==> src/fpuac_consts.svh <==
// fpuac_consts.svh: offsets, reset values, encodings and frame sizes of the fpu access/context block
// assumes: included by the package and by the design files by bare name
`ifndef FPUAC_CONSTS_SVH
`define FPUAC_CONSTS_SVH

// register byte offsets on the avalon slave
`define FPUAC_OFS_CTRL 4'h0
`define FPUAC_OFS_STATUS 4'h4
`define FPUAC_OFS_IRQ_STAT 4'h8
`define FPUAC_OFS_IRQ_MASK 4'hC

// control register reset: unit off, lazy stacking, all arithmetic modes at default
`define FPUAC_CTRL_RESET 8'h04

// stacking method encodings
`define FPUAC_STACK_NONE 2'h0
`define FPUAC_STACK_FULL 2'h1
`define FPUAC_STACK_LAZY 2'h2

// rounding mode encodings
`define FPUAC_ROUND_NEAREST 2'h0
`define FPUAC_ROUND_UP_POSITIVE 2'h1
`define FPUAC_ROUND_DOWN_NEGATIVE 2'h2
`define FPUAC_ROUND_ZERO 2'h3

// exception frame sizes in words and counter end values
`define FPUAC_FRAME_INT_WORDS 5'h08
`define FPUAC_FRAME_FP_WORDS 5'h1A
`define FPUAC_INT_LAST 5'h07
`define FPUAC_FP_REGS 5'h10
`define FPUAC_FP_SAVE_LAST 5'h11
`define FPUAC_FP_REG_LAST 5'h0F

// interrupt status layout: six arithmetic exceptions then the no-coprocessor fault
`define FPUAC_IRQ_BITS 7
`define FPUAC_EXC_BITS 6

`endif

==> src/fpuac_pkg.sv <==
// fpuac_pkg: types shared by the fpu access/context block and its context memory
// assumes: the constants header sits beside this file
`include "fpuac_consts.svh"

package fpuac_pkg;

    // avalon-mm request from the bus master
    typedef struct packed {
        logic read;
        logic write;
        logic [3:0] address;
        logic [31:0] writedata;
    } fpuac_avs_req_t;

    // avalon-mm answer to the bus master
    typedef struct packed {
        logic waitrequest;
        logic [31:0] readdata;
    } fpuac_avs_rsp_t;

    // control register layout, msb first
    typedef struct packed {
        logic [1:0] roundMode;
        logic nanDefault;
        logic halfAlt;
        logic flushZero;
        logic [1:0] stackMode;
        logic enable;
    } fpuac_ctrl_t;

    // arithmetic settings handed to the datapath
    typedef struct packed {
        logic flushZero;
        logic halfAlt;
        logic nanDefault;
        logic [1:0] roundMode;
    } fpuac_modes_t;

    // context sequencer states, one-hot
    typedef enum logic [4:0] {
        FPUAC_IDLE = 5'h01,
        FPUAC_STACK = 5'h02,
        FPUAC_SAVE = 5'h04,
        FPUAC_HANDLER = 5'h08,
        FPUAC_RESTORE = 5'h10
    } fpuac_state_t;

endpackage : fpuac_pkg

==> src/fpuac_top.sv <==
// fpuac_top: fpu access gate, interrupt context stacking and arithmetic mode registers
// assumes: core holds fpIssue until fpExecute or noCoprocessorFault, and answers
// fpRegRdData combinationally for cnt_q; avalon-mm slave with waitrequest
//
// Function
// - disabled unit faults fp instructions, enabled executes
// - no stacking: integer-only frame, no fp save
// - lazy: reserve fp space, write nothing
// - lazy: save context before first handler fp instruction
// - lazy: restore on return only if saved
// - full: save on entry, always restore on return
// - frame 8 words, or 26 with fp
// - flush-to-zero setting, off after reset
// - half-precision format select, standard by default
// - nan handling select, propagate by default
// - rounding mode select, nearest by default
// - unit disabled after reset
// - lazy stacking after reset
// - individually enabled fp exception interrupts
//
// The register offsets and register access over Avalon-MM were chosen for this implementation.
`timescale 1ns/1ps
`default_nettype none
`include "fpuac_consts.svh"

module fpuac_top
    import fpuac_pkg::*;
(
    input wire logic clk_sys,
    input wire logic reset,
    input wire logic clkEn,
    input wire fpuac_avs_req_t avsReq,
    output fpuac_avs_rsp_t avsRsp_q,
    input wire logic fpIssue,
    input wire logic excEntry,
    input wire logic excReturn,
    input wire logic [5:0] fpExcFlags,
    input wire logic [31:0] fpRegRdData,
    output logic fpExecute_q,
    output logic noCoprocessorFault_q,
    output logic [4:0] cnt_q,
    output logic stackPush_q,
    output logic [4:0] stackWordIdx_q,
    output logic [4:0] frameWords_q,
    output logic entryDone_q,
    output logic returnDone_q,
    output logic restoreValid_q,
    output logic [3:0] restoreIdx_q,
    output logic [31:0] restoreData_q,
    output fpuac_ctrl_t ctrl_q,
    output logic irq_q
);

    // count of frame words, also the fp register index during save
    function automatic logic [4:0] fpuac_inc(input logic [4:0] v);
        fpuac_inc = v + 5'h01;
    endfunction : fpuac_inc

    logic reqActive; // read or write pending
    logic acceptWr; // write takes effect at this edge
    logic acceptRd; // read data captured at this edge
    logic selCtrl;
    logic selStatus;
    logic selIrqStat;
    logic selIrqMask;
    logic [31:0] rdMux; // read data selected by address
    logic [6:0] irqStat_q;
    logic [6:0] irqStat_d;
    logic [6:0] irqMask_q;
    logic [6:0] irqEvents; // this cycle's sticky-bit sources
    logic [6:0] w1cBits; // bits software clears this cycle
    logic fault_d; // no-coprocessor fault raised this cycle

    assign reqActive = avsReq.read | avsReq.write;
    assign acceptWr = avsReq.write & ~avsRsp_q.waitrequest;
    assign acceptRd = avsReq.read & avsRsp_q.waitrequest;
    assign selCtrl = avsReq.address == `FPUAC_OFS_CTRL;
    assign selStatus = avsReq.address == `FPUAC_OFS_STATUS;
    assign selIrqStat = avsReq.address == `FPUAC_OFS_IRQ_STAT;
    assign selIrqMask = avsReq.address == `FPUAC_OFS_IRQ_MASK;

    fpuac_state_t state_q;
    fpuac_state_t state_d;
    logic lazyPend_q; // space reserved, context not yet written
    logic lazyPend_d;
    logic saved_q; // fp context sits in the frame
    logic saved_d;
    logic inHandler;

    assign inHandler = state_q != FPUAC_IDLE;

    // unmapped offsets read as zero
    assign rdMux = selCtrl ? {24'h00_0000, ctrl_q} :
                   selStatus ? {22'h00_0000, frameWords_q, 2'h0, saved_q, lazyPend_q, inHandler} :
                   selIrqStat ? {25'h000_0000, irqStat_q} :
                   selIrqMask ? {25'h000_0000, irqMask_q} : 32'h0000_0000;

    // waitrequest drops for exactly one cycle per request, giving a two-edge answer
    always_ff @(posedge clk_sys)
    begin
        if (reset)
            avsRsp_q <= '{waitrequest: 1'b1, readdata: 32'h0000_0000};
        else if (clkEn)
        begin
            avsRsp_q.waitrequest <= ~(reqActive & avsRsp_q.waitrequest);
            if (acceptRd)
                avsRsp_q.readdata <= rdMux;
        end
    end

    // control register; unit disabled and lazy stacking after reset
    always_ff @(posedge clk_sys)
    begin
        if (reset)
            ctrl_q <= `FPUAC_CTRL_RESET;
        else if (clkEn && acceptWr && selCtrl)
            ctrl_q <= avsReq.writedata[7:0];
    end

    assign irqEvents = {fault_d, fpExcFlags};
    assign w1cBits = (acceptWr && selIrqStat) ? avsReq.writedata[6:0] : 7'h00;
    // set wins over a clear landing in the same cycle
    assign irqStat_d = (irqStat_q & ~w1cBits) | irqEvents;

    // sticky status, mask and the level interrupt
    always_ff @(posedge clk_sys)
    begin
        if (reset)
        begin
            irqStat_q <= 7'h00;
            irqMask_q <= 7'h00;
            irq_q <= 1'b0;
        end
        else if (clkEn)
        begin
            irqStat_q <= irqStat_d;
            if (acceptWr && selIrqMask)
                irqMask_q <= avsReq.writedata[6:0];
            irq_q <= |(irqStat_d & irqMask_q);
        end
    end

    logic issueGuard_q; // blocks the request still high while the answer shows
    logic issueReq; // fp instruction waiting for a verdict
    logic exec_d;
    logic [4:0] cnt_d;
    logic push_d;
    logic [4:0] wordIdx_d;
    logic [4:0] frame_d;
    logic entryDone_d;
    logic returnDone_d;
    logic memWe;
    logic memRe;
    logic fullEntry_q; // entry mode latched so a mid-handler write cannot upset it
    logic fullEntry_d;

    assign issueReq = fpIssue & ~issueGuard_q;

    // next state of the entry/save/restore sequencer
    always_comb
    begin
        state_d = state_q;
        cnt_d = cnt_q;
        push_d = 1'b0;
        wordIdx_d = stackWordIdx_q;
        frame_d = frameWords_q;
        lazyPend_d = lazyPend_q;
        saved_d = saved_q;
        fullEntry_d = fullEntry_q;
        exec_d = 1'b0;
        fault_d = 1'b0;
        entryDone_d = 1'b0;
        returnDone_d = 1'b0;
        memWe = 1'b0;
        memRe = 1'b0;
        unique case (state_q)
            FPUAC_IDLE:
            begin
                if (excEntry)
                begin
                    // lazy and full both reserve the fp area; none keeps the short frame
                    state_d = FPUAC_STACK;
                    cnt_d = 5'h00;
                    frame_d = (ctrl_q.stackMode == `FPUAC_STACK_FULL || ctrl_q.stackMode == `FPUAC_STACK_LAZY)
                              ? `FPUAC_FRAME_FP_WORDS : `FPUAC_FRAME_INT_WORDS;
                    lazyPend_d = ctrl_q.stackMode == `FPUAC_STACK_LAZY;
                    fullEntry_d = ctrl_q.stackMode == `FPUAC_STACK_FULL;
                    saved_d = 1'b0;
                end
                else if (issueReq)
                begin
                    fault_d = ~ctrl_q.enable;
                    exec_d = ctrl_q.enable;
                end
            end
            FPUAC_STACK:
            begin
                // integer words only; fp words follow only for full stacking
                push_d = 1'b1;
                wordIdx_d = cnt_q;
                cnt_d = fpuac_inc(cnt_q);
                if (cnt_q == `FPUAC_INT_LAST)
                begin
                    cnt_d = 5'h00;
                    if (fullEntry_q)
                        state_d = FPUAC_SAVE;
                    else
                    begin
                        state_d = FPUAC_HANDLER;
                        entryDone_d = 1'b1;
                    end
                end
            end
            FPUAC_SAVE:
            begin
                // sixteen registers then status and reserved words, 18 in all
                push_d = 1'b1;
                wordIdx_d = cnt_q + `FPUAC_FRAME_INT_WORDS;
                memWe = cnt_q < `FPUAC_FP_REGS;
                cnt_d = fpuac_inc(cnt_q);
                if (cnt_q == `FPUAC_FP_SAVE_LAST)
                begin
                    state_d = FPUAC_HANDLER;
                    saved_d = 1'b1;
                    lazyPend_d = 1'b0;
                    entryDone_d = fullEntry_q; // full entry only ends once fp words are out
                    cnt_d = 5'h00;
                end
            end
            FPUAC_HANDLER:
            begin
                if (excReturn)
                begin
                    cnt_d = 5'h00;
                    if (saved_q)
                        state_d = FPUAC_RESTORE;
                    else
                    begin
                        state_d = FPUAC_IDLE;
                        returnDone_d = 1'b1;
                        lazyPend_d = 1'b0;
                    end
                end
                else if (issueReq)
                begin
                    if (!ctrl_q.enable)
                        fault_d = 1'b1;
                    else if (lazyPend_q)
                    begin
                        // request stays held; it executes after the save ends
                        state_d = FPUAC_SAVE;
                        cnt_d = 5'h00;
                    end
                    else
                        exec_d = 1'b1;
                end
            end
            FPUAC_RESTORE:
            begin
                memRe = 1'b1;
                cnt_d = fpuac_inc(cnt_q);
                if (cnt_q == `FPUAC_FP_REG_LAST)
                begin
                    state_d = FPUAC_IDLE;
                    returnDone_d = 1'b1; // lines up with the last restored word
                    saved_d = 1'b0;
                    cnt_d = 5'h00;
                end
            end
            default:
            begin
                state_d = FPUAC_IDLE;
                cnt_d = 5'h00;
            end
        endcase
    end

    // sequencer registers
    always_ff @(posedge clk_sys)
    begin
        if (reset)
        begin
            state_q <= FPUAC_IDLE;
            cnt_q <= 5'h00;
            lazyPend_q <= 1'b0;
            saved_q <= 1'b0;
            fullEntry_q <= 1'b0;
            frameWords_q <= `FPUAC_FRAME_INT_WORDS;
        end
        else if (clkEn)
        begin
            state_q <= state_d;
            cnt_q <= cnt_d;
            lazyPend_q <= lazyPend_d;
            saved_q <= saved_d;
            fullEntry_q <= fullEntry_d;
            frameWords_q <= frame_d;
        end
    end

    // one-cycle strobes towards the core
    always_ff @(posedge clk_sys)
    begin
        if (reset)
        begin
            fpExecute_q <= 1'b0;
            noCoprocessorFault_q <= 1'b0;
            issueGuard_q <= 1'b0;
            stackPush_q <= 1'b0;
            stackWordIdx_q <= 5'h00;
            entryDone_q <= 1'b0;
            returnDone_q <= 1'b0;
            restoreValid_q <= 1'b0;
            restoreIdx_q <= 4'h0;
        end
        else if (clkEn)
        begin
            fpExecute_q <= exec_d;
            noCoprocessorFault_q <= fault_d;
            issueGuard_q <= exec_d | fault_d;
            stackPush_q <= push_d;
            stackWordIdx_q <= wordIdx_d;
            entryDone_q <= entryDone_d;
            returnDone_q <= returnDone_d;
            restoreValid_q <= memRe; // trails the memory read by one cycle
            restoreIdx_q <= cnt_q[3:0];
        end
    end

    // saved fp registers; core register file reads follow cnt_q
    fpuac_ctx_mem u_ctxMem (.clk_sys(clk_sys), .reset(reset), .clkEn(clkEn), .wrEn(memWe), .wrIdx(cnt_q[3:0]),
        .wrData(fpRegRdData), .rdEn(memRe), .rdIdx(cnt_q[3:0]), .rdData_q(restoreData_q));

endmodule : fpuac_top

`default_nettype wire

==> src/fpuac_ctx_mem.sv <==
// fpuac_ctx_mem: sixteen-word store for the saved floating-point registers
// assumes: one write and one read port, read data come out one cycle after the read strobe
`timescale 1ns/1ps
`default_nettype none

module fpuac_ctx_mem
    import fpuac_pkg::*;
(
    input wire logic clk_sys,
    input wire logic reset,
    input wire logic clkEn,
    input wire logic wrEn,
    input wire logic [3:0] wrIdx,
    input wire logic [31:0] wrData,
    input wire logic rdEn,
    input wire logic [3:0] rdIdx,
    output logic [31:0] rdData_q
);

    logic [31:0] mem [0:15]; // no reset: contents only matter once written

    // write port
    always_ff @(posedge clk_sys)
    begin
        if (clkEn && wrEn)
            mem[wrIdx] <= wrData;
    end

    // registered read port
    always_ff @(posedge clk_sys)
    begin
        if (reset)
            rdData_q <= 32'h0000_0000;
        else if (clkEn && rdEn)
            rdData_q <= mem[rdIdx];
    end

endmodule : fpuac_ctx_mem

`default_nettype wire

==> config.mk <==
export PLATFORM = sky130hd
export DESIGN_NAME = fpuac_top
export DESIGN_NICKNAME = d
export VERILOG_FILES = /design/src/fpuac_pkg.sv /design/src/fpuac_top.sv /design/src/fpuac_ctx_mem.sv
export VERILOG_INCLUDE_DIRS = /design/src /design/src/src
export SDC_FILE = /design/constraint.sdc
export NUM_CORES = 1
export LEC_CHECK = 0
export BUFFER_PORTS_ARGS = -buffer_cell sky130_fd_sc_hd__buf_2
export CAP_MARGIN = 0
export CORE_AREA = 2 2 233 235
export DETAILED_ROUTE_END_ITERATION = 10
export DIE_AREA = 0 0 235 237
export GPL_TIMING_DRIVEN = 0
export PLACE_DENSITY = 0.66
export REMOVE_ABC_BUFFERS = 1
export SLEW_MARGIN = 10
export SYNTH_ARGS = -nofsm -noshare
export SYNTH_HDL_FRONTEND = slang
export SYNTH_SLANG_ARGS = --single-unit
==> constraint.sdc <==
create_clock -name clk_sys -period 7.3 [get_ports clk_sys]
set_clock_uncertainty 0.2 [all_clocks]
set_input_delay 0.73 -clock clk_sys [delete_from_list [all_inputs] [get_ports clk_sys]]
set_output_delay 0.73 -clock clk_sys [all_outputs]
set_load 0.05 [all_outputs]
Word level (Yosys, flattened, before mapping)
Memory sizes are Yosys's and may differ from the RTL's. A register that Yosys moved wholly into a read port is not among the register bits.
Cells that the tools add are included.
{"block": "word_totals", "regBits": 90, "latch_bits": 0, "ram_bits": 512, "mem_bits_ro": 0, "in_bits": 82, "output_inout_bits": 99, "word_cells": 150, "mem_count": 1}
{"block": "classes", "add_sub_neg": 2, "mul": 0, "n_div": 0, "magnitude_cmp": 1, "eq_ne": 23, "n_shift": 0, "muxes": 62, "bitwise": 14, "n_reduce_logical": 21}
{"memory": "u_ctxMem.mem", "words": 16, "width": 32, "read_ports": 1, "rd_clocked_by_memory_dff": 1, "write_ports": 1, "line": "fpuac_ctx_mem.sv:20", "text": "logic [31:0] mem [0:15];"}
{"cell": "two-way mux 5 bit", "count": 18}
{"cell": "one-hot mux 5 bit (5 select lines)", "count": 2}
{"cell": "two-way mux 1 bit", "count": 29}
{"cell": "two-way mux 7 bit", "count": 3}
{"cell": "two-way mux 10 bit", "count": 2}
{"cell": "AND 7 bit", "count": 2}
{"cell": "inequality test 2 bit (second input constant)", "count": 6}
{"cell": "equality test 5 x 3 -> 1 bit (second input constant)", "count": 2}
{"cell": "equality test 5 x 4 -> 1 bit (second input constant)", "count": 2}
{"cell": "equality test 5 bit (second input constant)", "count": 2}
{"cell": "one-hot mux 5 bit (2 select lines)", "count": 1}
{"cell": "AND reduction 5 bit", "count": 2}
{"cell": "inequality test 3 bit (second input constant)", "count": 3}
{"cell": "equality test 4 bit (second input constant)", "count": 2}
{"cell": "one-hot mux 1 bit (2 select lines)", "count": 4}
{"cell": "AND reduction 8 bit", "count": 1}
{"cell": "inverter 7 bit", "count": 1}
{"cell": "bitwise OR 7 bit", "count": 1}
{"cell": "OR reduction 7 bit", "count": 1}
{"cell": "logical AND 1 bit", "count": 6}
{"cell": "one-hot mux 1 bit (3 select lines)", "count": 2}
{"cell": "AND reduction 2 bit", "count": 3}
{"cell": "AND reduction 6 bit", "count": 1}
{"cell": "nonzero test 3 bit", "count": 2}
{"cell": "18 further kinds", "count": 25}

Logic depth before layout (Yosys ltp)
{"block": "logic_depth", "ltp_word": 9, "mapped_depth": 12, "depth_no_buf": 9}

Modules after synthesis
A second synthesis with hierarchy kept.
{"block": "unflattened", "hier_cells": 1347, "hier_area_um2": 23984.3}
{"mod": "fpuac_ctx_mem", "n_inst": 1, "cells_per_inst": 953, "area_each_um2": 20658.6, "seq_area_each_um2": 16015.4}
{"mod": "fpuac_top", "n_inst": 1, "cells_per_inst": 394, "area_each_um2": 3325.7, "seq_area_each_um2": 1281.2}

Worst setup path after synthesis
No wires, ideal clock.
{"block": "synth_timing", "path_kind": "register to register", "startpoint": "register cnt_q[3]", "endpoint": "memory u_ctxMem.mem[15][0] (enable)", "setup_ps": 501, "t_arrival_ps": 4458, "required_ps": 6599, "setup_slack_ps": 2141, "path_stages_with_launch": 6, "path_buffers": 2, "period_less_slack_ps": 5159, "path_cell_list": "dfxtp_1 and2_1 clkbuf_1 buf_2 nand2_1 nor4_1"}
{"block": "synth_between", "elab_chain_len": 5}
{"item": "start, declared", "line": "fpuac_top.sv:41", "text": "output logic [4:0] cnt_q,"}
{"item": "start signal, assigned", "line": "fpuac_top.sv:293", "text": "cnt_q <= cnt_d;"}
{"item": "< comparator 5 bit (no line)"}
{"item": "two-way mux 1 bit", "line": "fpuac_top.sv:176", "text": "unique case (state_q)"}
{"item": "logical AND 1 bit", "line": "fpuac_ctx_mem.sv:25", "text": "if (clkEn && wrEn)"}
{"item": "two-way mux 1 bit", "line": "fpuac_ctx_mem.sv:25"}
{"item": "two-way mux 1 bit (not written as such)", "line": "fpuac_ctx_mem.sv:26", "text": "mem[wrIdx] <= wrData;"}
{"item": "end, declared", "line": "fpuac_ctx_mem.sv:20"}
Several ways; a longest one is shown, not always the timed one.

Worst setup path after layout
{"block": "layout_timing", "startpoint": "register state_q[2]", "endpoint": "memory u_ctxMem.mem[9][11] (enable)"}
{"block": "layout_between", "elab_chain_len": 5}
{"item": "start, declared", "line": "fpuac_top.sv:82", "text": "fpuac_state_t state_q;"}
{"item": "start signal, assigned", "line": "fpuac_top.sv:292", "text": "state_q <= state_d;"}
{"item": "equality test 5 x 3 -> 1 bit", "line": "fpuac_top.sv:176"}
{"item": "two-way mux 1 bit", "line": "fpuac_top.sv:176"}
{"item": "logical AND 1 bit", "line": "fpuac_ctx_mem.sv:25"}
{"item": "two-way mux 1 bit", "line": "fpuac_ctx_mem.sv:25"}
{"item": "two-way mux 1 bit (not written as such)", "line": "fpuac_ctx_mem.sv:26"}
Every way passes these cells.

==> results.yml <==
clocking:
  clock_tree.root_cell: "clkbuf_16"
  post_cts.resized_instances: 0
  insertion_delay_ps: 640
  cts_made_buffers: 60
  cts.sinks: 608
  cts_tree: "built"
  post_cts.repair.setup_buffers: 0
  cts_max_path_buffers: 3
  clk_pin_slew_ps: 60
  cts_hold_buffers: 0
  htreeDepth: 2
setup_path:
  timing.setup.critical_path_class: "reg -> reg"
  crit-reg2reg-capture: "u_ctxMem.mem[9][11]"
  end_kind: "flop"
  worstPathMaxFanout: 17
  r2r-start: "state_q[2]"
  cp_common_cell: "nand2_1"
  r2r_cells: 6
  timing.critical_path.cells: "nor2b_1, nand2_1, nor3_1, nand2_1, nor2_4, buf_12"
  critical_path.endpoint: "u_ctxMem.mem[9][11]"
  worst_path_dominant_cell_family: "simple AND/OR/NAND/NOR gates"
  setup.worst_path.start_class: "flop"
  cp-startpoint: "state_q[2]"
  critPathArrivalTime_ps: 3610
  crit_buf_inv: 1
  worstSetupPathDepth: 6
  slowest_delay_ps: 730
  critPathRequiredTime_ps: 7430
  crit_slowest_cell: "nor2_4"
  setup.reg_to_reg.worst_slack_ps: 3820
yosys:
  synth_warnings: 0
  synth_area_mm2: 0.0237
  synthesized_area_per_cell_um2: 17.8
  post_synth_edffs: 512
  synthArstFlopShare_pct: 0
  synth_seq_cells: 608
  syn_inst: 1336
  yosysSeqAreaShare_pct: 72.8
  synth_cell_type_count: 58
  ys.flop_type: "edfxtp_1"
finish:
  num-nets-final: 1578
  regArea_mm2: 0.0173
  fillers: 4150
  synthToLayoutAreaGrowth_pct: 17.9
  finish.utilization_pct: 52.5
  stdcell_area_mm2: 0.0280
  fraction_of_layout_instances_using_a_drive_strength_above_1_pct: 28.5
  multiInputGateArea_mm2: 0.00597
sta:
  tightest_slew_ps: 906
  slew_violations: 0
  final.period_utilization_pct: 47.7
  report.final.setup_viol: 0
  finalSetupTns_ps: 0
  setup_repair_after_global_routing_missed_its_margin: "false"
  max_slew_margin_vs_limit_pct: 39.4
  final_hold_viol_count: 0
  final_period_minus_worst_setup_slack_ps: 3480
  max_freq_mhz: 287
route:
  ant_nets: 0
  post_detailed_route_drc_marker_count: 0
  detail_route.vias_per_cell: 5.79
  dr.first_iter.drc_count: 1268
  drt_pass1_iterations: 5
  wl_per_cell_um: 24.5
  via_count: 13000
  overall_routed_net_length_um: 54800
floorplanning:
  fp.dieH_um: 237
  initial_standard_cell_utilization_of_the_core_pct: 44.6
  cell_rows: 85
  fp.dieArea_mm2: 0.0557
  io-pin-count: 181
  placeableCoreArea_mm2: 0.0533
  dieWidth_um: 235
placed_design:
  buffers_added_on_ports: 131
  dp_hpwl_um: 33600
  routabilityCongestion: 0.858
  place_area_mm2: 0.0259
job:
  drv_cap: 0
min_path:
  worstHoldPathType: "in -> reg"
global_routing:
  antenna_violations_before_repair: 3
  largest_net_degree_at_the_start_of_global_routing: 66
  vias_in_the_first_global_route: 13000
  grtUsageTotal_pct: 19.6
  grt_remaining_overflow: 0
  grt_pass1_wl_um: 82200
power_and_ir_drop:
  power.leakage_nw: 9.15
  worst_ir_drop_vdd_mv: 0.218
  power.density_cell_area_mw_per_mm2: 260
outcome:
  status: "completed"
==> kinds of logic after synthesis <==
logic type      Yosys count  share of synthesized area [%]
flops                   608                           72.8
fa+ha+maj                 8                          0.422
buf+inv                 131                           2.99
other cells               2                         0.0316
xor+xnor                  4                          0.148
mux                     153                           13.3
compound gates          223                           6.07
simple gates            207                           4.24
==> how the worst min path moves through the flow <==
stage	start	to	slack [ps]	cells after the start
after floorplan	saved_q	saved_q	250	2
after global placement	avsRsp_q[0]	avsRsp_q[0]	240	2
after detailed placement	avsRsp_q[0]	avsRsp_q[0]	250	2
after CTS	avsReq[7]	ctrl_q[7]	130	3
after global routing	avsReq[7]	ctrl_q[7]	150	3
final	avsReq[7]	ctrl_q[7]	140	3
==> through the flow <==
stage	hold WS [ps]	setup WS (ps)	cells	power, mW
floorplan	246	-2960	1250	4.02
global placement	241	-9250	2077	4.12
detailed placement	249	3210	2122	4.12
CTS	127	3760	2236	7.31
global route	150	3640	2236	7.49
finish	145	3820	2237	7.27
==> power by group <==
| part | switching [mW] | total [mW] | internal (mW) | leakage (nW) |
|---|---|---|---|---|
| Clock | 1.33 | 3.23 | 1.90 | 1.02 |
| Combinational | 0.175 | 0.255 | 0.0804 | 2.74 |
| Sequential | 0.0205 | 3.79 | 3.77 | 5.38 |
| Total | 1.53 | 7.27 | 5.75 | 9.15 |
==> registers in the layout (all words and copies together), names as in the netlist, 4 cells and up <==
register and flops:
u_ctxMem.mem 512, u_ctxMem.rdData_q 32, avsRsp_q 11, ctrl_q 8
irqMask_q 7, irqStat_q 7, cnt_q 5, stackWordIdx_q 5
state_q 5, restoreIdx_q 4
==> placed cells by master, fill, tap and decap left out, types with 9 or more instances in the layout <==
| cell | netlist | layout |
|---|---|---|
| edfxtp_1 | 512 | 512 |
| buf_2 | 24 | 130 |
| mux4_2 | 129 | 129 |
| dfxtp_1 | 96 | 94 |
| a21oi_1 | 91 | 91 |
| nor2_1 | 91 | 75 |
| clkbuf_16 | 0 | 62 |
| nand2_1 | 44 | 43 |
| a211oi_1 | 37 | 37 |
| a22o_1 | 33 | 33 |
| o21ai_0 | 29 | 29 |
| buf_16 | 0 | 27 |
| conb_1 | 2 | 25 |
| inv_1 | 22 | 22 |
| mux2i_1 | 22 | 22 |
| nand3_1 | 17 | 17 |
| nor2_4 | 0 | 16 |
| clkinv_2 | 0 | 10 |
| buf_12 | 0 | 10 |
| nor3_1 | 9 | 9 |
| a31oi_1 | 9 | 9 |
| clkinv_1 | 0 | 9 |
| clkbuf_1 | 39 | 9 |
==> final cells by class <==
cell class / count / area share, %
antenna: 1 / 0.00894
clock inverter: 35 / 1.55
clock buffer: 79 / 5.94
multi-input combinational: 620 / 21.3
inverter: 22 / 0.295
timing repair buffer: 176 / 5.95
sequential: 608 / 61.8
tap: 696 / 3.11
==> Yosys cell counts (2+ instances only) <==
master	instances	area (um^2)
a211oi_1	37	278
a21oi_1	91	455
a21oi_2	2	17.5
a221oi_1	5	43.8
a22o_1	33	289
a22oi_1	5	37.5
a311oi_1	2	17.5
a31oi_1	9	56.3
and2_1	4	25.0
and3_1	3	18.8
and4b_1	2	20.0
buf_2	24	120
buf_4	38	285
buf_6	6	67.6
clkbuf_1	39	146
conb_1	2	7.51
dfxtp_1	96	1920
edfxtp_1	512	15400
ha_1	8	100
inv_1	22	82.6
mux2_2	2	22.5
mux2i_1	22	220
mux4_2	129	2910
nand2_1	44	165
nand3_1	17	85.1
nand3b_1	2	15.0
nand4_1	7	43.8
nand4b_1	2	17.5
nand4bb_1	2	22.5
nor2_1	91	342
nor2b_1	6	37.5
nor3_1	9	45.0
nor3_4	2	32.5
nor3b_1	2	15.0
nor3b_2	2	25.0
nor4_1	4	25.0
o211ai_1	2	15.0
o21ai_0	29	145
xnor2_1	3	26.3
==> per-layer routing <==
layer	share of wire, %	global-route usage, %
met5	0.067	0
met4	2.3	6.02
met3	6.4	3.08
met2	47	30.6
met1	45	28.7
==> worst register-to-register path, cell delays in order (launching register included) <==
cell and delay [ps]:
dfxtp_1 580, nor2b_1 350, nand2_1 190, nor3_1 440
nand2_1 400, nor2_4 730, buf_12 280
Power figures use the tool's default switching activity.
